`src/verilog/tsm_pkg.sv`:
```
// Shared constants and types for the timer slave-mode and trigger control block
package tsm_pkg;

  // Register map (byte addresses)
  localparam logic [7:0]  TSM_SMCFG_OFS   = 8'h08;
  localparam logic [7:0]  TSM_STATUS_OFS  = 8'h10;
  localparam logic [31:0] TSM_SMCFG_RST   = 32'h0000_0000;
  localparam logic [31:0] TSM_SMCFG_MASK  = 32'h8000_FFF7;

  // Field positions in slave_mode_config
  localparam int TSM_TRIGGER_SOURCE_SELECT_HI_BIT  = 31;
  localparam int TSM_POL_BIT      = 15;
  localparam int TSM_ECM1_BIT     = 14;
  localparam int TSM_PSC_LSB      = 12;
  localparam int TSM_FLT_LSB      = 8;
  localparam int TSM_MSM_BIT      = 7;
  localparam int TSM_TRIGGER_SOURCE_SELECT_LSB     = 4;
  localparam int TSM_SMC_LSB      = 0;

  // Field positions in the status word
  localparam int TSM_ST_TRIGGER_INPUT_BIT  = 0;
  localparam int TSM_ST_ETR_BIT   = 1;
  localparam int TSM_ST_DOWN_BIT  = 2;

  // Trigger source codes
  localparam logic [3:0] TSM_TRG_CH0EDGE = 4'h4;
  localparam logic [3:0] TSM_TRG_CH0F    = 4'h5;
  localparam logic [3:0] TSM_TRG_CH1F    = 4'h6;
  localparam logic [3:0] TSM_TRG_ETR     = 4'h7;
  localparam logic [3:0] TSM_TRG_CH2F    = 4'h8;
  localparam logic [3:0] TSM_TRG_CH3F    = 4'h9;

  // Filter codes at or below this value sample at the kernel clock
  localparam logic [3:0] TSM_FLT_FAST_MAX = 4'h3;

  typedef enum logic [2:0] {
    TSM_SM_OFF     = 3'b000,
    TSM_SM_QUAD0   = 3'b001,
    TSM_SM_QUAD1   = 3'b010,
    TSM_SM_QUAD2   = 3'b011,
    TSM_SM_RESTART = 3'b100,
    TSM_SM_PAUSE   = 3'b101,
    TSM_SM_EVENT   = 3'b110,
    TSM_SM_EXTCLK0 = 3'b111
  } tsm_mode_e;

endpackage : tsm_pkg

```
`src/verilog/tsm_etr_filter.sv`:
```
// Digital glitch filter for the external trigger path
`timescale 1ns/10ps
module tsm_etr_filter
  import tsm_pkg::*;
(
  // Clock and reset
  input  wire logic       clk,
  input  wire logic       nrst,
  // Sampling control
  input  wire logic       dtsEn,
  input  wire logic [3:0] fltCtrl,
  // Data
  input  wire logic       din,
  output logic            dout
);

  logic [4:0] divCnt_q;
  logic [3:0] sameCnt_q;
  logic [5:0] divSel;
  logic [3:0] needCnt;
  logic       sampleEn;

  // Returns {divisor of the dead-time rate, samples needed}
  function automatic logic [9:0] flt_decode(input logic [3:0] code);
    case (code)
      4'h1:    flt_decode = {6'h01, 4'h2};
      4'h2:    flt_decode = {6'h01, 4'h4};
      4'h3:    flt_decode = {6'h01, 4'h8};
      4'h4:    flt_decode = {6'h02, 4'h6};
      4'h5:    flt_decode = {6'h02, 4'h8};
      4'h6:    flt_decode = {6'h04, 4'h6};
      4'h7:    flt_decode = {6'h04, 4'h8};
      4'h8:    flt_decode = {6'h08, 4'h6};
      4'h9:    flt_decode = {6'h08, 4'h8};
      4'hA:    flt_decode = {6'h10, 4'h5};
      4'hB:    flt_decode = {6'h10, 4'h6};
      4'hC:    flt_decode = {6'h10, 4'h8};
      4'hD:    flt_decode = {6'h20, 4'h5};
      4'hE:    flt_decode = {6'h20, 4'h6};
      4'hF:    flt_decode = {6'h20, 4'h8};
      default: flt_decode = {6'h01, 4'h1};
    endcase
  endfunction : flt_decode

  assign {divSel, needCnt} = flt_decode(fltCtrl);

  // Fast codes sample every kernel clock, slow ones every N dead-time ticks [RULE_08]
  assign sampleEn = (fltCtrl <= TSM_FLT_FAST_MAX) ? 1'b1 :
                    (dtsEn && ({1'b0, divCnt_q} == divSel - 6'h01));

  always_ff @(posedge clk) begin
    if (!nrst) begin
      divCnt_q <= 5'h00;
    end else if (fltCtrl <= TSM_FLT_FAST_MAX) begin
      divCnt_q <= 5'h00;
    end else if (dtsEn) begin
      divCnt_q <= sampleEn ? 5'h00 : divCnt_q + 5'h01;
    end
  end

  // New level accepted only after enough consecutive equal samples [RULE_07]
  always_ff @(posedge clk) begin
    if (!nrst) begin
      sameCnt_q <= 4'h0;
      dout      <= 1'b0;
    end else if (fltCtrl == 4'h0) begin
      sameCnt_q <= 4'h0;
      dout      <= din;
    end else if (sampleEn) begin
      if (din == dout) begin
        sameCnt_q <= 4'h0;
      end else if (sameCnt_q + 4'h1 >= needCnt) begin
        sameCnt_q <= 4'h0;
        dout      <= din;
      end else begin
        sameCnt_q <= sameCnt_q + 4'h1;
      end
    end
  end

endmodule : tsm_etr_filter

```
`src/verilog/tsm_slave_ctrl.sv`:
```
// Timer slave-mode controller: trigger conditioning, selection and counter control
// How it works
// (RULE_01) Polarity bit inverts the external trigger
// (RULE_02) Clock mode 1 counts conditioned trigger edges
// (RULE_03) Software avoids source 7 with mode 1
// (RULE_04) Both clock modes use conditioned trigger
// (RULE_05) Prescaler divides by 1, 2, 4, 8
// (RULE_06) Software keeps trigger under quarter clock
// (RULE_07) Filter needs consecutive equal samples
// (RULE_08) Filter code sets count and sample rate
// (RULE_09) Master-slave bit links timer starts
// (RULE_10) Four-bit source field split 31, 6:4
// (RULE_11) Source code picks trigger input signal
// (RULE_12) Software keeps source fixed in slave mode
// (RULE_13) Mode off: kernel clock while running
// (RULE_14) Modes 1-3 decode quadrature inputs
// (RULE_15) Restart mode reinitialises on trigger rise
// (RULE_16) Pause mode gates clock by trigger level
// (RULE_17) Event mode starts counter on rise
// (RULE_18) Clock mode 0 counts trigger rises
// (RULE_19) Software uses whole word accesses only
// (RULE_20) Polarity, then prescaler, then filter
// (RULE_21) Edges sampled on kernel clock as pulses
`timescale 1ns/10ps
module tsm_slave_ctrl
  import tsm_pkg::*;
#(
  parameter int ADDR_W = 8
)(
  // Clock and reset
  input  wire logic              clk,
  input  wire logic              nrst,
  // APB slave
  input  wire logic              psel,
  input  wire logic              penable,
  input  wire logic              pwrite,
  input  wire logic [ADDR_W-1:0] paddr,
  input  wire logic [31:0]       pwdata,
  output logic      [31:0]       prdata,
  output logic                   pready,
  output logic                   pslverr,
  // External trigger pin and dead-time sample enable
  input  wire logic              extTrigIn,
  input  wire logic              deadTimeSampleEn,
  // Trigger sources and counter run bit on the kernel clock
  input  wire logic [3:0]        internalTrigger,
  input  wire logic              ch0EdgeFlag,
  input  wire logic [3:0]        chFilteredIn,
  input  wire logic [3:0]        multiChFilteredIn,
  input  wire logic              counterRunBit,
  // Counter control
  output logic                   cntTick,
  output logic                   cntDown,
  output logic                   cntRestart,
  output logic                   cntStart,
  output logic                   trgiLevel,
  output logic                   trgiRise,
  output logic                   masterSlaveStart,
  output logic                   extTrigConditioned
);

  logic [31:0] smcfg_q;
  logic        pinMeta_q;
  logic        pinSync_q;
  logic [2:0]  pscCnt_q;
  logic        polPrev_q;
  logic        pscOut;
  logic        polIn;
  logic        etrFilt;
  logic        etrPrev_q;
  logic        etrRise;
  logic        trgiMux;
  logic        trgiPrev_q;
  logic        trgiRiseC;
  logic [1:0]  chPrev_q;
  logic        ch0Edge;
  logic        ch1Edge;
  logic        quadStep;
  logic        quadDir;
  logic        baseTick;
  logic        tickC;
  logic [3:0]  trgSel;
  logic [1:0]  pscSel;
  tsm_mode_e   mode;
  logic        accessDone;
  logic        hitCfg;
  logic        hitStat;

  assign trgSel = {smcfg_q[TSM_TRIGGER_SOURCE_SELECT_HI_BIT], smcfg_q[TSM_TRIGGER_SOURCE_SELECT_LSB+2:TSM_TRIGGER_SOURCE_SELECT_LSB]}; // [RULE_10]
  assign pscSel = smcfg_q[TSM_PSC_LSB+1:TSM_PSC_LSB];
  assign mode   = tsm_mode_e'(smcfg_q[TSM_SMC_LSB+2:TSM_SMC_LSB]);

  // APB: pready rises one cycle into the access phase; writes land on the next edge, while pready is high
  assign accessDone = psel && penable && pready;
  assign hitCfg     = (paddr == TSM_SMCFG_OFS);
  assign hitStat    = (paddr == TSM_STATUS_OFS);

  always_ff @(posedge clk) begin
    if (!nrst) begin
      pready  <= 1'b0;
      pslverr <= 1'b0;
      prdata  <= 32'h0000_0000;
    end else if (psel && penable && !pready) begin
      pready  <= 1'b1;
      pslverr <= !(hitCfg || hitStat);
      if (!pwrite && hitCfg) begin
        prdata <= smcfg_q;
      end else if (!pwrite && hitStat) begin
        prdata <= 32'h0000_0000;
        prdata[TSM_ST_TRIGGER_INPUT_BIT] <= trgiLevel;
        prdata[TSM_ST_ETR_BIT]  <= extTrigConditioned;
        prdata[TSM_ST_DOWN_BIT] <= cntDown;
      end else begin
        prdata <= 32'h0000_0000;
      end
    end else begin
      pready  <= 1'b0;
      pslverr <= 1'b0;
    end
  end

  // Byte lanes are not modelled; every write to slave_mode_config updates the whole word [RULE_19]
  always_ff @(posedge clk) begin
    if (!nrst) begin
      smcfg_q <= TSM_SMCFG_RST;
    end else if (accessDone && pwrite && hitCfg) begin
      smcfg_q <= pwdata & TSM_SMCFG_MASK;
    end
  end

  // Pin synchroniser; the first stage feeds only the second
  always_ff @(posedge clk) begin
    if (!nrst) begin
      pinMeta_q <= 1'b0;
      pinSync_q <= 1'b0;
    end else begin
      pinMeta_q <= extTrigIn;
      pinSync_q <= pinMeta_q;
    end
  end

  assign polIn = pinSync_q ^ smcfg_q[TSM_POL_BIT]; // [RULE_01] [RULE_20]

  // Prescaler counts active edges; its bits give the divided square wave
  always_ff @(posedge clk) begin
    if (!nrst) begin
      polPrev_q <= 1'b0;
      pscCnt_q  <= 3'h0;
    end else begin
      polPrev_q <= polIn;
      if (polIn && !polPrev_q) begin
        pscCnt_q <= pscCnt_q + 3'h1;
      end
    end
  end

  always_comb begin
    case (pscSel) // [RULE_05]
      2'h0:    pscOut = polIn;
      2'h1:    pscOut = pscCnt_q[0];
      2'h2:    pscOut = pscCnt_q[1];
      default: pscOut = pscCnt_q[2];
    endcase
  end

  // Filter sits last in the chain so it also cleans the divided wave [RULE_20]
  tsm_etr_filter u_filter (
    .clk     (clk),
    .nrst    (nrst),
    .dtsEn   (deadTimeSampleEn),
    .fltCtrl (smcfg_q[TSM_FLT_LSB+3:TSM_FLT_LSB]),
    .din     (pscOut),
    .dout    (etrFilt)
  );

  // Trigger source mux; reserved codes give a quiet low [RULE_11]
  always_comb begin
    case (trgSel)
      4'h0, 4'h1, 4'h2, 4'h3: trgiMux = internalTrigger[trgSel[1:0]];
      TSM_TRG_CH0EDGE:        trgiMux = ch0EdgeFlag;
      TSM_TRG_CH0F:           trgiMux = chFilteredIn[0];
      TSM_TRG_CH1F:           trgiMux = chFilteredIn[1];
      TSM_TRG_ETR:            trgiMux = etrFilt;
      TSM_TRG_CH2F:           trgiMux = chFilteredIn[2];
      TSM_TRG_CH3F:           trgiMux = chFilteredIn[3];
      4'hA, 4'hB, 4'hC, 4'hD: trgiMux = multiChFilteredIn[trgSel[1:0] - 2'h2];
      default:                trgiMux = 1'b0;
    endcase
  end

  // Edge history on the kernel clock [RULE_21]
  always_ff @(posedge clk) begin
    if (!nrst) begin
      etrPrev_q  <= 1'b0;
      trgiPrev_q <= 1'b0;
      chPrev_q   <= 2'h0;
    end else begin
      etrPrev_q  <= etrFilt;
      trgiPrev_q <= trgiMux;
      chPrev_q   <= chFilteredIn[1:0];
    end
  end

  assign etrRise   = etrFilt && !etrPrev_q;
  assign trgiRiseC = trgiMux && !trgiPrev_q;
  assign ch0Edge   = chFilteredIn[0] ^ chPrev_q[0];
  assign ch1Edge   = chFilteredIn[1] ^ chPrev_q[1];

  // Quadrature: step on the counting input, direction from the other level [RULE_14]
  always_comb begin
    quadStep = 1'b0;
    quadDir  = cntDown;
    case (mode)
      TSM_SM_QUAD0: begin
        quadStep = ch0Edge;
        quadDir  = chFilteredIn[0] ^ ~chFilteredIn[1];
      end
      TSM_SM_QUAD1: begin
        quadStep = ch1Edge;
        quadDir  = chFilteredIn[1] ^ chFilteredIn[0];
      end
      TSM_SM_QUAD2: begin
        quadStep = ch0Edge || ch1Edge;
        quadDir  = ch0Edge ? (chFilteredIn[0] ^ ~chFilteredIn[1])
                           : (chFilteredIn[1] ^ chFilteredIn[0]);
      end
      default: begin
        quadStep = 1'b0;
        quadDir  = cntDown;
      end
    endcase
  end

  // Clock mode 1 wins the clock even when mode 0 is also chosen [RULE_02] [RULE_04]
  // Source 7 with mode 1 counts each etrRise once, as mode 1 alone does; software keeps them apart [RULE_03]
  assign baseTick = smcfg_q[TSM_ECM1_BIT] ? etrRise :
                    (mode == TSM_SM_EXTCLK0) ? trgiRiseC : 1'b1; // [RULE_18] [RULE_13]

  always_comb begin
    case (mode)
      TSM_SM_QUAD0, TSM_SM_QUAD1, TSM_SM_QUAD2: tickC = counterRunBit && quadStep;
      TSM_SM_PAUSE: tickC = counterRunBit && trgiMux && baseTick; // [RULE_16]
      TSM_SM_OFF:   tickC = counterRunBit && baseTick;            // [RULE_13]
      default:      tickC = counterRunBit && baseTick;
    endcase
  end

  // Counter control outputs; restart and start pulse one kernel cycle wide, cntTick can stay high [RULE_21]
  always_ff @(posedge clk) begin
    if (!nrst) begin
      cntTick    <= 1'b0;
      cntRestart <= 1'b0;
      cntStart   <= 1'b0;
    end else begin
      cntTick    <= tickC;
      cntRestart <= (mode == TSM_SM_RESTART) && trgiRiseC; // [RULE_15]
      cntStart   <= (mode == TSM_SM_EVENT) && trgiRiseC;   // [RULE_17]
    end
  end

  always_ff @(posedge clk) begin
    if (!nrst) begin
      cntDown <= 1'b0;
    end else if (quadStep) begin
      cntDown <= quadDir; // [RULE_14]
    end
  end

  // Source changes during a slave mode would fake an edge here [RULE_12]
  always_ff @(posedge clk) begin
    if (!nrst) begin
      trgiLevel          <= 1'b0;
      trgiRise           <= 1'b0;
      masterSlaveStart   <= 1'b0;
      extTrigConditioned <= 1'b0;
    end else begin
      trgiLevel          <= trgiMux;
      trgiRise           <= trgiRiseC;
      masterSlaveStart   <= smcfg_q[TSM_MSM_BIT] && trgiRiseC; // [RULE_09]
      extTrigConditioned <= etrFilt;
    end
  end

endmodule : tsm_slave_ctrl
```
`config.mk`:
```
export PLATFORM = sky130hd
export DESIGN_NAME = tsm_slave_ctrl
export DESIGN_NICKNAME = d
export VERILOG_FILES = /design/src/verilog/tsm_pkg.sv /design/src/verilog/tsm_etr_filter.sv /design/src/verilog/tsm_slave_ctrl.sv
export SDC_FILE = /design/constraint.sdc
export NUM_CORES = 1
export LEC_CHECK = 0
export BUFFER_PORTS_ARGS = -buffer_cell sky130_fd_sc_hd__buf_2
export CAP_MARGIN = 10
export CORE_MARGIN = 3
export CORE_UTILIZATION = 50
export CTS_CLUSTER_DIAMETER = 60
export DETAILED_ROUTE_END_ITERATION = 8
export GPL_TIMING_DRIVEN = 0
export PLACE_DENSITY = 0.8
export SYNTH_ARGS = -nofsm -noshare
export SYNTH_HDL_FRONTEND = slang
export SYNTH_HIERARCHICAL = 1
export SYNTH_SLANG_ARGS = --single-unit
```
`constraint.sdc`:
```
create_clock -name clk -period 3.2 [get_ports clk]
set_input_delay 0.64 -clock clk [delete_from_list [all_inputs] [get_ports clk]]
set_output_delay 0.64 -clock clk [all_outputs]
set_load 0.005 [all_outputs]
```
==> flow_metrics.py <==
metrics = {
    "die": {
        "dieArea_um2": 7440,
        "die_x_um": 86.3,
        "core_um2": 6100,
        "start_util_pct": 52.9,
        "die_height_um": 86.3,
        "boundaryPins": 103,
        "rows": 28,
    },
    "place": {
        "post_dp_cell_area_um2": 3720,
        "hpwl_um": 5900,
        "numPortBuffers": 69,
        "place_ws_ns": 0.0247,
        "gp_congestion": 0.850,
    },
    "min_path": {
        "hold_path.class": "flop to flop",
    },
    "worst_setup_path": {
        "cp-end-kind": "flop",
        "cp_max_fo": 10,
        "crit_path_start_kind": "flop",
        "worstSetupPathType": "flop to flop",
        "worstPathRequired_ns": 3.48,
        "worstPathArrival_ns": 3.27,
    },
    "logic_synthesis": {
        "synth_top_flop_cell": "dfxtp_1",
        "yosys_warnings": 6,
        "async_flop_share_pct": 0,
        "synth_area_um2": 3220,
        "synth_edf_count": 0,
        "netlist-cell-type-count": 59,
        "avgSynthCellArea_um2": 9.08,
        "synth-seq-cells": 60,
        "syn_inst": 355,
        "yosysSeqAreaShare_pct": 37.3,
    },
    "timing": {
        "slew_violations": 0,
        "max-slew-margin-rel_pct": 51.3,
        "skew_ns": 0.00980,
        "min_period_ns": 2.99,
        "fmax_mhz": 334,
        "setup_violations": 0,
        "worst_pin_slew_ns": 0.726,
        "fin_tns_setup_ns": 0,
        "rsz0062_at_grt": "no",
        "hold_slack_ns": 0.435,
        "layout_setup_ws_ns": 0.210,
        "hold_violations": 0,
        "period_share_pct": 93.4,
    },
    "layout": {
        "utilization_pct": 64.1,
        "final_common_cell": "buf_2",
        "drive_gt1_share_pct": 27.3,
        "antenna_cells": 0,
        "area_delta_synth_final_pct": 21.3,
        "nFillCells": 516,
        "most-common-layout-cells": "buf_2 (74), dfxtp_1 (60), nor2_1 (45), nand2_1 (27), mux2i_1 (26)",
        "final_net_count": 525,
        "stdcell_area_um2": 3910,
    },
    "clocking": {
        "clkTransAtPathRegs_ns": 0.07,
        "numCtsBuffers": 9,
        "cts_tree": "yes",
        "clockBufferDepth": 2,
        "hold_buffers": 0,
        "clk_latency_ns": 0.34,
        "h-tree-depth": 3,
        "cts_num_sinks": 60,
        "root_buffer": "clkbuf_8",
    },
    "detailed_routing": {
        "drc": 0,
        "drt_iter0_drc": 195,
        "dr.pass1.iters": 4,
        "routed_via_density": 5.33,
        "vias": 2821,
        "final_antenna_net_count": 0,
        "wl_um": 7870,
        "post_drt_wl_per_cell_um": 14.9,
    },
    "power": {
        "peakVddDrop_mv": 0.276,
        "leakage_nw": 1.71,
        "p_per_area_nw_per_um2": 388,
    },
    "global_route": {
        "overflow": 0,
        "antenna_found_initial": 0,
        "track_usage_pct": 21.4,
        "grt_pass1_vias": 2705,
        "grt_first_pass_wirelength_um": 12500,
        "grt_max_degree": 11,
    },
    "run": {
        "max_cap_violations": 0,
    },
    "outcome": {
        "status": "completed",
    },
}
## timing repair
item,CTS,global route
gates resized for setup,1,2
setup buffers,0,0
endpoints found under the setup margin,1,5
## cells by family after synthesis
group	after synthesis	synth area share [%]
AND/OR/NAND/NOR	127	20.0
AO/OA/AOI/OAI	61	13.4
flip-flops	60	37.3
buffers and inverters	43	7.53
multiplexers	31	11.2
XOR/XNOR	17	4.62
adder cells (fa/ha/maj)	15	5.79
other	1	0.116
## cells in the mapped netlist (all sizes together), types with 2 or more instances
| library cell | n | share of area, % |
|---|---|---|
| o211ai | 4 | 0.93 |
| inv | 8 | 0.93 |
| nor3 | 3 | 0.62 |
| buf | 24 | 5.3 |
| dfxtp | 60 | 37 |
| nor4 | 2 | 0.85 |
| xor2 | 7 | 1.9 |
| a22o | 3 | 0.82 |
| nand3 | 8 | 1.2 |
| ha | 14 | 5.4 |
| mux2i | 26 | 8.1 |
| a21oi | 11 | 1.7 |
| nor2 | 47 | 5.7 |
| nor2b | 9 | 1.7 |
| mux4 | 4 | 2.8 |
| a22oi | 14 | 3.3 |
| a31oi | 3 | 0.58 |
| or2 | 6 | 1.2 |
| a221oi | 2 | 0.74 |
| o21ai | 10 | 1.6 |
| o211a | 4 | 1.2 |
| and3 | 5 | 0.97 |
| nand2 | 27 | 3.1 |
| nand4 | 3 | 0.58 |
| and2 | 5 | 0.97 |
| nand2b | 3 | 0.58 |
| clkbuf | 11 | 1.3 |
| xnor2 | 10 | 2.7 |
| nor3b | 2 | 0.47 |
## power by group
group          total, mW  internal (mW)  switching (mW)
sequential         0.759          0.754         0.00500
clock              0.653          0.356           0.297
combinational      0.104         0.0517          0.0526
total               1.52           1.16           0.355
## registers in the layout, summed over array words and instances (netlist names), 2 cells and up
register / count
smcfg_q: 16
pscCnt_q: 3
u_filter/sameCnt_q: 4
prdata: 16
chPrev_q: 2
u_filter/divCnt_q: 5
## area by class of cell
cell class	count	area [µm²]	share of cell area, %
Multi-Input combinational cell	267	1840	47.1
Sequential cell	60	1200	30.7
Timing Repair Buffer	69	345	8.83
Buffer	35	214	5.47
Clock buffer	11	131	3.36
Tap cell	75	93.8	2.40
Clock inverter	4	51.3	1.31
Inverter	8	30.0	0.768
## critical path, stage by stage (launching register included)
cell      delay [ns]
dfxtp_1         0.47
buf_2           0.29
clkbuf_2        0.26
nor2_1          0.08
a21oi_1         0.11
nand2_1         0.07
o21ai_0         0.09
ha_1            0.27
a21o_1          0.16
a21oi_1         0.14
o21ai_0         0.22
a211oi_2        0.42
o221a_1         0.25
a31o_1          0.09
## through the flow
stage          instances  power (mW)
6_report             529        1.52
5_1_grt              529        1.57
4_1_cts              529        1.52
3_5_place_dp         514       0.879
3_3_place_gp         514       0.877
2_1_floorplan        370       0.833
## metal layers
layer	global-route usage [%]	wire, µm
met5	0	0
met4	8.64	161
met3	4.47	498
met2	35.4	3800
met1	27.4	3410
## final timing paths
kind,startpoint,end,slack [ns],cells after the start
worst min register to register,pinMeta_q$_SDFF_PN0_,pinSync_q$_SDFF_PN0_,0.43,1
worst min-delay path,pinMeta_q$_SDFF_PN0_,pinSync_q$_SDFF_PN0_,0.43,1
worst max-delay path,smcfg_q[10]$_SDFFE_PN0P_,u_filter/sameCnt_q[2]$_SDFFE_PP0N_,0.21,13
worst max register to register,smcfg_q[10]$_SDFFE_PN0P_,u_filter/sameCnt_q[2]$_SDFFE_PP0N_,0.21,13
(Power assumes the default switching activity.)
